==> src/core/pwrc_map.svh <==
// constants of the power state and ready control block
// assumes a 10 mhz core clock and active low asynchronous reset
`ifndef PWRC_MAP_SVH
`define PWRC_MAP_SVH

// ------------------------------------------------------------
// timing
// ------------------------------------------------------------
`define PWRC_CLK_PERIOD_NS 100
`define PWRC_HOLDOFF_MS 50
`define PWRC_HOLDOFF_CYCLES ((`PWRC_HOLDOFF_MS * 1000000) / `PWRC_CLK_PERIOD_NS)
`define PWRC_READY_DELAY_US 100
`define PWRC_READY_DELAY_CYCLES ((`PWRC_READY_DELAY_US * 1000) / `PWRC_CLK_PERIOD_NS)
`define PWRC_CNT_W 20

// ------------------------------------------------------------
// field positions and reset values
// ------------------------------------------------------------
`define PWRC_CODE_W 8
`define PWRC_CHAN_N 3
`define PWRC_CHAN3 2
`define PWRC_CODE_RST 8'hff
`define PWRC_RAIL_575 1'b0
`define PWRC_RAIL_775 1'b1

`endif

==> src/core/pwrc_pkg.sv <==
// types of the power state and ready control block
// assumes pwrc_map.svh is on the include path
package pwrc_pkg;
	typedef enum logic [1:0] {
		PWRC_ST_OFF,
		PWRC_ST_SOFTSTART,
		PWRC_ST_DELAY,
		PWRC_ST_RUN
	} pwrc_seq_t;

	typedef enum logic {
		PWRC_PS_NORMAL,
		PWRC_PS_LIGHT
	} pwrc_power_t;

	typedef enum logic {
		PWRC_IND_STANDARD,
		PWRC_IND_COUPLED
	} pwrc_inductor_t;
endpackage : pwrc_pkg

==> src/core/pwrc_sync.sv <==
// two flip-flop synchroniser, one per bit
// assumes inputs come from pins outside the core clock
`timescale 1ns/1ns
`default_nettype none
module pwrc_sync #(
	parameter int W = 1,
	parameter logic [W-1:0] RST = '0
) (
	// clock and reset
	input wire logic i_clk,
	input wire logic i_reset_n,
	// data
	input wire logic [W-1:0] i_async,
	output logic [W-1:0] o_sync
);
	typedef struct packed {
		logic [W-1:0] meta;
		logic [W-1:0] stable;
	} pwrc_sync_state_t;

	pwrc_sync_state_t st;
	pwrc_sync_state_t next_st;

	always_comb begin
		next_st.meta = i_async;
		next_st.stable = st.meta;
	end

	always_ff @(posedge i_clk or negedge i_reset_n) begin
		if (!i_reset_n) begin
			st <= {RST, RST};
		end else begin
			st <= next_st;
		end
	end

	assign o_sync = st.stable;
endmodule : pwrc_sync
`default_nettype wire

==> src/core/pwrc_core.sv <==
// power state and ready control: enable, straps, light load entry, ready output
// assumes analog comparators and soft-start ramp deliver plain logic levels
`timescale 1ns/1ns
`default_nettype none
`include "pwrc_map.svh"
module pwrc_core #(
	parameter int HOLDOFF_CYCLES = `PWRC_HOLDOFF_CYCLES
) (
	// clock and reset
	input wire logic i_clk,
	input wire logic i_reset_n,
	// controller enable and straps
	input wire logic i_enable,
	input wire logic i_frequency_set_strap,
	input wire logic i_phase3_sense_neg,
	input wire logic i_ramp_set_strap,
	input wire logic [`PWRC_CODE_W-1:0] i_voltage_code,
	// analog status levels
	input wire logic i_softstart_done,
	input wire logic i_over_voltage,
	input wire logic i_under_voltage,
	input wire logic i_over_current,
	// platform inputs
	input wire logic i_light_load_request_n,
	input wire logic i_host_reset_n,
	// regulation control
	output logic o_regulate_en,
	output var pwrc_pkg::pwrc_inductor_t o_inductor_mode,
	output logic o_two_phase,
	output logic [`PWRC_CHAN_N-1:0] o_channel_en,
	output logic [`PWRC_CODE_W-1:0] o_reference_code,
	output var pwrc_pkg::pwrc_power_t o_power_state,
	output logic o_bypass_rail,
	// ready pin, open drain
	output logic o_output_ready,
	output logic o_output_ready_oe
);
	import pwrc_pkg::*;

	// ------------------------------------------------------------
	// input synchronisers
	// ------------------------------------------------------------
	localparam int SW = 8 + `PWRC_CODE_W;
	logic [SW-1:0] raw;
	logic [SW-1:0] syn;
	assign raw = {i_enable, i_frequency_set_strap, i_phase3_sense_neg, i_ramp_set_strap,
		i_softstart_done, i_over_voltage | i_under_voltage | i_over_current,
		i_light_load_request_n, i_host_reset_n, i_voltage_code};

	pwrc_sync #(
		.W(SW),
		.RST({8'h03, `PWRC_CODE_RST})
	) u_sync (
		.i_clk(i_clk),
		.i_reset_n(i_reset_n),
		.i_async(raw),
		.o_sync(syn)
	);

	logic en_s;
	logic fs_s;
	logic p3_s;
	logic ramp_s;
	logic ss_s;
	logic fault_s;
	logic llr_n_s;
	logic hrst_n_s;
	logic [`PWRC_CODE_W-1:0] code_s;
	assign {en_s, fs_s, p3_s, ramp_s, ss_s, fault_s, llr_n_s, hrst_n_s, code_s} = syn;

	// ------------------------------------------------------------
	// state
	// ------------------------------------------------------------
	typedef struct packed {
		pwrc_seq_t seq;
		logic [`PWRC_CNT_W-1:0] rdy_cnt;
		logic [`PWRC_CNT_W-1:0] hold_cnt;
		logic permit;
		logic [`PWRC_CNT_W-1:0] hrst_age;
		pwrc_power_t power;
		logic regulate;
		logic coupled;
		logic two_phase;
		logic rail;
		logic [`PWRC_CODE_W-1:0] code;
		logic ready_low;
	} pwrc_state_t;

	pwrc_state_t st;
	pwrc_state_t next_st;

	localparam logic [`PWRC_CNT_W-1:0] READY_LAST =
		`PWRC_CNT_W'(`PWRC_READY_DELAY_CYCLES - 1);
	localparam logic [`PWRC_CNT_W-1:0] HOLD_LAST = `PWRC_CNT_W'(HOLDOFF_CYCLES - 1);
	localparam logic [`PWRC_CNT_W-1:0] HOLD_FULL = `PWRC_CNT_W'(HOLDOFF_CYCLES);

	always_comb begin
		next_st = st;
		next_st.regulate = en_s;
		next_st.coupled = fs_s;
		next_st.two_phase = p3_s;
		next_st.rail = ramp_s ? `PWRC_RAIL_775 : `PWRC_RAIL_575;
		next_st.code = code_s;

		// ready sequence
		case (st.seq)
			PWRC_ST_OFF: begin
				next_st.rdy_cnt = '0;
				if (en_s) begin
					next_st.seq = PWRC_ST_SOFTSTART;
				end
			end
			PWRC_ST_SOFTSTART: begin
				next_st.rdy_cnt = '0;
				if (ss_s) begin
					next_st.seq = PWRC_ST_DELAY;
				end
			end
			PWRC_ST_DELAY: begin
				if (st.rdy_cnt == READY_LAST) begin
					next_st.seq = PWRC_ST_RUN;
				end else begin
					next_st.rdy_cnt = st.rdy_cnt + 1'b1;
				end
			end
			PWRC_ST_RUN: begin
				next_st.rdy_cnt = st.rdy_cnt;
			end
			default: begin
				next_st.seq = PWRC_ST_OFF;
			end
		endcase
		if (!en_s) begin
			next_st.seq = PWRC_ST_OFF;
		end
		// ready pin pulled low unless running and fault free
		next_st.ready_low = !(next_st.seq == PWRC_ST_RUN) || fault_s || !en_s;

		// post reset hold-off
		if (!hrst_n_s) begin
			next_st.hold_cnt = '0;
			next_st.permit = 1'b0;
		end else if (!st.permit) begin
			if (st.hold_cnt == HOLD_LAST) begin
				next_st.permit = 1'b1;
			end else begin
				next_st.hold_cnt = st.hold_cnt + 1'b1;
			end
		end
		// age of host reset release, watched by the checks
		if (!hrst_n_s) begin
			next_st.hrst_age = '0;
		end else if (st.hrst_age != HOLD_FULL) begin
			next_st.hrst_age = st.hrst_age + 1'b1;
		end

		// power state
		case (st.power)
			PWRC_PS_NORMAL: begin
				if (!llr_n_s && st.permit && hrst_n_s && en_s) begin
					next_st.power = PWRC_PS_LIGHT;
				end
			end
			PWRC_PS_LIGHT: begin
				if (llr_n_s || !hrst_n_s || !en_s) begin
					next_st.power = PWRC_PS_NORMAL;
				end
			end
			default: begin
				next_st.power = PWRC_PS_NORMAL;
			end
		endcase
	end

	always_ff @(posedge i_clk or negedge i_reset_n) begin
		if (!i_reset_n) begin
			st.seq <= PWRC_ST_OFF;
			st.rdy_cnt <= '0;
			st.hold_cnt <= '0;
			st.permit <= 1'b0;
			st.hrst_age <= '0;
			st.power <= PWRC_PS_NORMAL;
			st.regulate <= 1'b0;
			st.coupled <= 1'b0;
			st.two_phase <= 1'b0;
			st.rail <= `PWRC_RAIL_575;
			st.code <= `PWRC_CODE_RST;
			st.ready_low <= 1'b1;
		end else begin
			st <= next_st;
		end
	end

	// ------------------------------------------------------------
	// outputs
	// ------------------------------------------------------------
	assign o_regulate_en = st.regulate;
	assign o_inductor_mode = st.coupled ? PWRC_IND_COUPLED : PWRC_IND_STANDARD;
	assign o_two_phase = st.two_phase;
	assign o_reference_code = st.code;
	assign o_power_state = st.power;
	assign o_bypass_rail = st.rail;
	assign o_output_ready = 1'b0;
	assign o_output_ready_oe = st.ready_low;

	genvar g;
	generate
		for (g = 0; g < `PWRC_CHAN_N; g++) begin : g_chan
			if (g == `PWRC_CHAN3) begin : g_c3
				assign o_channel_en[g] = st.regulate && !st.two_phase;
			end else begin : g_cx
				assign o_channel_en[g] = st.regulate;
			end
		end
	endgenerate

	// ------------------------------------------------------------
	// checks
	// ------------------------------------------------------------
	chk_ch3_two_phase: assert property (@(posedge i_clk) disable iff (!i_reset_n)
		st.two_phase |-> !o_channel_en[`PWRC_CHAN3])
		else $error("channel 3 enabled in two phase mode");

	chk_disable_stops: assert property (@(posedge i_clk) disable iff (!i_reset_n)
		!en_s |=> !o_regulate_en && o_output_ready_oe)
		else $error("regulation active while disabled");

	chk_ready_fault: assert property (@(posedge i_clk) disable iff (!i_reset_n)
		fault_s |=> o_output_ready_oe)
		else $error("ready released during fault");

	chk_ready_pre_ss: assert property (@(posedge i_clk) disable iff (!i_reset_n)
		(st.seq == PWRC_ST_SOFTSTART) |-> o_output_ready_oe)
		else $error("ready released before soft-start end");

	chk_ready_delay: assert property (@(posedge i_clk) disable iff (!i_reset_n)
		$rose(st.seq == PWRC_ST_DELAY) |-> o_output_ready_oe [*8])
		else $error("ready released without delay");

	chk_ready_od: assert property (@(posedge i_clk) disable iff (!i_reset_n)
		!o_output_ready)
		else $error("ready pin driven high");

	chk_reset_blocks: assert property (@(posedge i_clk) disable iff (!i_reset_n)
		!hrst_n_s |=> o_power_state == PWRC_PS_NORMAL && !st.permit)
		else $error("light load while host reset low");

	chk_request_exit: assert property (@(posedge i_clk) disable iff (!i_reset_n)
		llr_n_s |=> o_power_state == PWRC_PS_NORMAL)
		else $error("light load while request high");

	chk_request_enter: assert property (@(posedge i_clk) disable iff (!i_reset_n)
		(!llr_n_s && st.permit && hrst_n_s && en_s) |=> o_power_state == PWRC_PS_LIGHT)
		else $error("light load request not honoured");

	chk_holdoff_fresh: assert property (@(posedge i_clk) disable iff (!i_reset_n)
		$rose(hrst_n_s) |=> !st.permit [*2])
		else $error("entry permitted right after host reset");

	chk_strap_mode: assert property (@(posedge i_clk) disable iff (!i_reset_n)
		fs_s |=> o_inductor_mode == PWRC_IND_COUPLED)
		else $error("inductor mode not following strap");

	chk_standard_mode: assert property (@(posedge i_clk) disable iff (!i_reset_n)
		!fs_s |=> o_inductor_mode == PWRC_IND_STANDARD)
		else $error("standard inductor mode not following strap");

	chk_enable_runs: assert property (@(posedge i_clk) disable iff (!i_reset_n)
		en_s |=> o_regulate_en)
		else $error("regulation off while enabled");

	chk_off_on_disable: assert property (@(posedge i_clk) disable iff (!i_reset_n)
		!en_s |=> st.seq == PWRC_ST_OFF)
		else $error("sequence not restarted on disable");

	chk_channels_off: assert property (@(posedge i_clk) disable iff (!i_reset_n)
		!en_s |=> o_channel_en == '0)
		else $error("channel enabled while disabled");

	chk_code_follow: assert property (@(posedge i_clk) disable iff (!i_reset_n)
		o_reference_code == $past(code_s))
		else $error("reference code not following inputs");

	chk_p3_two_phase: assert property (@(posedge i_clk) disable iff (!i_reset_n)
		p3_s |=> o_two_phase)
		else $error("two phase mode not taken");

	chk_three_phase: assert property (@(posedge i_clk) disable iff (!i_reset_n)
		(st.regulate && !st.two_phase) |-> o_channel_en[`PWRC_CHAN3])
		else $error("channel 3 off in three phase mode");

	chk_ch12_enabled: assert property (@(posedge i_clk) disable iff (!i_reset_n)
		st.regulate |-> o_channel_en[1:0] == 2'b11)
		else $error("channel 1 or 2 off while regulating");

	chk_rail_low: assert property (@(posedge i_clk) disable iff (!i_reset_n)
		!ramp_s |=> o_bypass_rail == `PWRC_RAIL_575)
		else $error("bypass rail not at low level");

	chk_rail_high: assert property (@(posedge i_clk) disable iff (!i_reset_n)
		ramp_s |=> o_bypass_rail == `PWRC_RAIL_775)
		else $error("bypass rail not at high level");

	chk_delay_count: assert property (@(posedge i_clk) disable iff (!i_reset_n)
		$rose(st.seq == PWRC_ST_RUN) |-> st.rdy_cnt == READY_LAST)
		else $error("ready delay cut short");

	chk_ready_release: assert property (@(posedge i_clk) disable iff (!i_reset_n)
		(st.seq == PWRC_ST_RUN && !fault_s && en_s) |=> !o_output_ready_oe)
		else $error("ready held low while running fault free");

	chk_ready_run_only: assert property (@(posedge i_clk) disable iff (!i_reset_n)
		!o_output_ready_oe |-> st.seq == PWRC_ST_RUN)
		else $error("ready released outside run");

	chk_light_permit: assert property (@(posedge i_clk) disable iff (!i_reset_n)
		$rose(o_power_state == PWRC_PS_LIGHT) |-> $past(st.permit) && $past(hrst_n_s))
		else $error("light load entered without permission");

	chk_permit_count: assert property (@(posedge i_clk) disable iff (!i_reset_n)
		$rose(st.permit) |-> st.hold_cnt == HOLD_LAST)
		else $error("entry permitted before hold-off count");

	chk_permit_early: assert property (@(posedge i_clk) disable iff (!i_reset_n)
		st.permit |-> st.hrst_age == HOLD_FULL)
		else $error("entry permitted before hold-off ended");

	chk_permit_late: assert property (@(posedge i_clk) disable iff (!i_reset_n)
		(st.hrst_age == HOLD_FULL) |-> st.permit)
		else $error("entry not permitted after hold-off");

	chk_holdoff_restart: assert property (@(posedge i_clk) disable iff (!i_reset_n)
		$fell(hrst_n_s) |=> st.hold_cnt == '0 && !st.permit)
		else $error("hold-off counter not restarted");
endmodule : pwrc_core
`default_nettype wire

==> config.mk <==
export PLATFORM = sky130hd
export DESIGN_NAME = pwrc_core
export DESIGN_NICKNAME = d
export VERILOG_FILES = /design/src/core/pwrc_pkg.sv /design/src/core/pwrc_sync.sv /design/src/core/pwrc_core.sv
export VERILOG_INCLUDE_DIRS = /design/src /design/src/core
export SDC_FILE = /design/constraint.sdc
export NUM_CORES = 1
export LEC_CHECK = 0
export ABC_AREA = 1
export ABC_CLOCK_PERIOD_IN_PS = 1800
export BUFFER_PORTS_ARGS = -buffer_cell sky130_fd_sc_hd__buf_4
export CAP_MARGIN = 15
export CORE_MARGIN = 3
export CORE_UTILIZATION = 61
export CTS_BUF_LIST = sky130_fd_sc_hd__clkbuf_4
export CTS_CLUSTER_DIAMETER = 150
export DETAILED_ROUTE_END_ITERATION = 16
export PLACE_DENSITY = 0.87
export SKIP_LAST_GASP = 1
export SYNTH_ARGS = -nofsm -noshare
export SYNTH_HDL_FRONTEND = slang
export SYNTH_HIERARCHICAL = 1
export SYNTH_SLANG_ARGS = --single-unit
==> constraint.sdc <==
create_clock -name i_clk -period 1.8 [get_ports i_clk]
set_input_delay 0.18 -clock i_clk [delete_from_list [all_inputs] [get_ports i_clk]]
set_output_delay 0.18 -clock i_clk [all_outputs]
set_load 0.02 [all_outputs]
* Word-level counts from Yosys, hierarchy flattened
Index checks and enable logic that the tools add are counted.
Word-level totals: bits in registers 89, input bits 20, output and inout port bits 18, word-level logic and storage cells 60
Operators by class: $add $sub $neg 2, equality and inequality tests 9, mux-type cells 15, bitwise gates (word level) 4, reductions and logical operators 17
Operators by type and width (count):
- 21-bit 2-to-1 mux | 2
- 20-bit by 1-bit adder with 20-bit output, second input constant | 2
- 20-bit 2-to-1 mux | 2
- 20-bit case mux with 2 select lines | 1
- 20-bit by 10-bit == test with 1-bit output, second input constant | 1
- 20-bit by 19-bit == test with 1-bit output, second input constant | 1
- 2-bit == test, second input constant | 3
- 2-bit 2-to-1 mux | 3
- 2-bit inequality test, second input constant | 3
- 2-bit case mux with 3 select lines | 1
- 1-bit zero test | 5
- 1-bit 2-to-1 mux | 5
- 1-bit logical AND | 4
- 1-bit logical OR | 4
- 2-bit AND reduction | 2
- 2-bit by 1-bit == test with 1-bit output, second input constant | 1
- 2-bit zero test | 1
- 1-bit NOT | 2
- 1-bit bitwise OR | 2
- 1-bit case mux with 2 select lines | 1
- 2-bit OR reduction | 1

* Logic depth before layout (Yosys ltp)
depth after elaboration 8, gate-level depth with buffers 10, depth with buffers taken out 10

* Hierarchy
Netlist, hierarchy kept.
Modules (own cells, without submodules):
- pwrc_core | times used 1, cells an instance 424, area an instance 3220.6 µm², sequential area each 1437.6 µm²
- pwrc_sync | times used 1, cells an instance 32, area an instance 825.8 µm², sequential area each 825.8 µm²

* Worst setup path before layout
No wires, ideal clock.
kind reg2reg, start reg st[35] in the netlist's numbering, end reg st[40] in the netlist's numbering, library setup time 123 ps, data arrival time 1389 ps, data required time 1677 ps, slack 288 ps, cell stages (with the launch flop) 10, period minus slack after synthesis 1512 ps, path through dfrtp_1 -> ha_1 -> nand2_1 -> nor2_1 -> nand3_4 -> nand2_4 -> nand2_4 -> buf_6 -> nand2_1 -> a21oi_1
Between the ends: cells in the longest elaborated chain, start to end 4, elaborated cells on any way between the ends 7
Ends and longest elaborated chain:
- start: declaration | line pwrc_core.sv:89 | pwrc_state_t st;
- start signal: assignment | line pwrc_core.sv:190 | st <= next_st;
- 20-bit by 1-bit adder with 20-bit output | line pwrc_core.sv:147 | next_st.hold_cnt = st.hold_cnt + 1'b1;
- 20-bit 2-to-1 mux | line pwrc_core.sv:144 | if (st.hold_cnt == HOLD_LAST) begin
- 21-bit 2-to-1 mux | line pwrc_core.sv:143 | end else if (!st.permit) begin
- 21-bit 2-to-1 mux | line pwrc_core.sv:140 | if (!hrst_n_s) begin
Several ways; a longest one is shown, not always the timed one. The select of a mux whose other input is x is not followed. A chain may end at the register's enable or synchronous reset.

* Worst setup path in the final report
start reg st[35] in the netlist's numbering, end reg st[36] in the netlist's numbering
The elaborated chain is that of the path after synthesis.

==> results.md <==
- CP most frequent cell: nand2_1
- Num rows: 29
- Seq cells post-synth: 89
- Root Driver: clkbuf_4
- Residual DRC: 0
- CTS Buf Count: 9
- Initial Util: 63.4%
- Final min period: ~1.8 ns
- Routing usage on met2: 46.2%
- Total GRT Usage: 25.9%
- Mapped Nets: 478
- Top_reg_cell synth: dfrtp_1
- Clk_lat worst skew: 0.44 ns
- Library cells used by synthesis: 32
- CP max stage cell: dfrtp_1
- Post-Synth Simple-Gate Area: approximately a quarter
- Max Root-Sink Buffers: 2
- EDFF count, synth: 0
- Final Util: about 74%
- Pwr dens: 734 nW/um2
- Syn Inst Count: 456
- Cell count of the worst reg-to-reg path: 9
- CTS tree: yes
- CP startpoint: st[35]$_DFFE_PN0P_
- Detail Placement HPWL: 6150 um
- Peak supply drop: slightly above 0.8 mV
- # nets final: 535
- Main combinational cell family by area after synthesis: simple AND/OR/NAND/NOR gates
- Crit path kind: flop to flop
- Failing checks: setup timing
- Via density: 5.67
- Clock Skew: between 0.015 and 0.02 ns
- CP required: between 2 and 2.5 ns
- Mux cell area share after synthesis: 0%
- Met1 usage: 29.1%
- Netlist Area Pre-Place: 4050 um2
- Worst setup margin: -0.00252 ns
- Flop2flop setup slack: -0.003 ns
- Fill cells: 407
- Ant. Diodes: 0
- Antenna-violating nets left: 0
- Layout Cells excl Fill: 595
- Core area: around 6400 um2
- Max cap viols: 0
- Final wirelength: 9280 um
- Syn-to-layout area delta: 16.5%
- I/O Buffers: 36
- Capturing point of the worst reg2reg path: st[36]$_DFFE_PN0P_
- Worst setup endpoint: st[36]$_DFFE_PN0P_
- Setup crit end kind: flop
- Routed len/inst: 15.6 um
- Largest net degree at the start of global routing: 42
- Global-route wire length before repair: 15400 um
- Worst setup SP type: flop
- Synth top area cells: dfrtp_1 (37%), dfstp_2 (19%), nand2_1 (8.8%)
- Clk slew on worst S/H paths: around 0.15 ns
- RD Place Congestion: a little under 1
- Final hold violations: 0
- Highest net fanout along the worst path: 13
- Critical path arrival: 2.17 ns
- Die Wd: 87.4 um
- Ys async rst share: 100%
- Post-synthesis sequential area ratio: between 50% and 60%
- Synth Area in Adders: less than 1%
- RSZ-0062 raised after global routing: yes
- Warnings, synthesis: 6
- GRT busiest layer: met2
- Share of cells above drive strength 1: around 22%
- Worst Max-Slew Pin Slew: ~0.57 ns
- CP peak stage delay: between 0.4 and 0.5 ns
- XOR/XNOR Fraction of Synth Area: under 10%
- Worst Hold Class: input pin to async pin
- Leakage: 2.03 nW
- GRT met3 Usage: under 10%
- Synth Area in Compound Gates: 6.68%
- Cell Count Post-Placement: 559
- GRT overflow: 0
- H-tree lvl count: 3
- Drt pass-1 iters: 5
- Leading area contributor after synthesis: dfrtp_1
- Ports: 38
- Antenna violations before repair: 0
- Avg Inst Size Synth: 8.87 um2
- Status: finished, violations left
- Max Slew Vio Count: 0
- # setup viols final: 1
- Drt initial violations: 278
- Via count: between 3000 and 4000
- Reg-to-Reg Start: st[35]$_DFFE_PN0P_
- Die ar.: 7650 um2
- Synth top area share: 37.1%
- CP Cell Sequence: ha_1 -> nand2_1 -> nor2_4 -> nand3_4 -> nand2_4 -> nand2_8 -> inv_6 -> nand2_1 -> o21ai_0
- Vias in the first global route: 3433
- Fmax: 555 MHz
- TritonCTS Sinks: 89
- Worst slew margin: 62.0%
- Final Cycle Share: 100%
- Die Ht: 87.4 um
==> final cells by class <==
| cell class | instances | area [um2] | share of cell area [%] |
|---|---|---|---|
| clock buffer | 10 | 75.1 | 1.59 |
| timing repair buffer | 64 | 551 | 11.7 |
| sequential | 89 | 2260 | 48.0 |
| multi-input combinational | 292 | 1470 | 31.1 |
| inverter | 57 | 219 | 4.64 |
| clock inverter | 6 | 42.5 | 0.902 |
| tap | 77 | 96.3 | 2.04 |
==> power by group <==
group	leakage (nW)	total, mW	switching, mW	internal [mW]
sequential	1.10	2.16	0.0571	2.11
combinational	0.869	0.312	0.168	0.144
clock	0.0652	0.984	0.676	0.308
total	2.03	3.46	0.901	2.56
==> routing by layer <==
metal	routed length [um]	up-vias
met3	639	41
met5	0	-
met2	4950	165
met4	332	0
met1	3360	1591
li1	-	1578
==> synth_stat cells, drive strengths merged (2+ instances only) <==
cell and instances:
dfrtp 60, nand3 38, clkbuf 3, o21ai 39
buf 15, a21oi 6, inv 57, nor3 14
nand4 23, xor2 7, dfstp 29, nor2 56
nand2 100, ha 2
==> cell families after synthesis <==
kind of cell	after synthesis
AOI/OAI and AO/OA	47
xor gates and xnor gates	8
adders and majority gates	2
buffers and inverters	75
DFF	89
other	1
and+or+nand+nor	234
==> registers in the layout (all words and copies together) (netlist names) <==
| register | flops |
|---|---|
| o_two_phase | 1 |
| o_output_ready_oe | 1 |
| o_regulate_en | 1 |
| o_power_state | 1 |
| st | 44 |
| u_sync/o_sync | 16 |
| u_sync/next_st | 16 |
| o_reference_code | 8 |
| o_bypass_rail | 1 |
==> stage by stage <==
| stage | setup slack (ns) | setup TNS [ns] | hold WS (ns) | power [mW] | cell area, um2 |
|---|---|---|---|---|---|
| 2_1_floorplan | 0.288 | 0 | -0.116 | 2.31 | 4050 |
| 3_3_place_gp | 0.147 | 0 | 0.201 | 2.42 | 4370 |
| 3_5_place_dp | -0.0163 | -0.0169 | 0.215 | 2.44 | 4370 |
| 4_1_cts | 0.0230 | 0 | 0.272 | 3.44 | 4670 |
| 5_1_grt | -0.0758 | -0.178 | 0.293 | 3.61 | 4710 |
| 6_report | -0.00252 | -0.00252 | 0.268 | 3.46 | 4710 |
==> how the worst min path moves through the flow <==
stage / start / endpoint / slack [ns] / depth (start not counted)
3_3_place_gp: i_reset_n / st[68]$_DFFE_PN0P_ / 0.20 / 1
2_1_floorplan: i_reset_n / o_bypass_rail$_DFF_PN0_ / -0.12 / 0
6_report: i_reset_n / st[42]$_DFFE_PN0P_ / 0.27 / 2
4_1_cts: i_reset_n / st[42]$_DFFE_PN0P_ / 0.27 / 2
3_5_place_dp: i_reset_n / st[71]$_DFFE_PN0P_ / 0.22 / 1
5_1_grt: i_reset_n / u_sync/next_st[12]$_DFF_PN0_ / 0.29 / 2
==> cell usage in the layout, fill, tap and decap left out, types with 2 or more instances in the layout <==
cell type / n
a21oi_1: 5
buf_12: 2
buf_4: 44
clkbuf_4: 10
dfrtp_1: 60
dfstp_2: 29
dlygate4sd3_1: 18
inv_1: 56
inv_6: 4
nand2_1: 95
nand2_2: 2
nand2_4: 2
nand3_1: 36
nand4_1: 23
nor2_1: 51
nor2_2: 2
nor2_4: 3
nor3_1: 13
o21ai_0: 32
o21ai_2: 6
xor2_1: 7
==> worst max-delay path, delay by kind of cell, from the launching register on <==
family	cells	cell delay (ns)
AO/OA/AOI/OAI	1	0.09
adder cells (fa/ha/maj)	1	0.20
buffers and inverters	1	0.12
flip-flops	1	0.45
AND/OR/NAND/NOR	6	0.87
==> timing repair <==
action                     4_1_cts  5_1_grt
setup buffers                    0        2
resized for setup                1        9
setup endpoints to repair        5       14
hold endpoints to repair        43        0
pin swaps                        0        0
hold buffers                    18        0
Power figures use the tool's default switching activity.
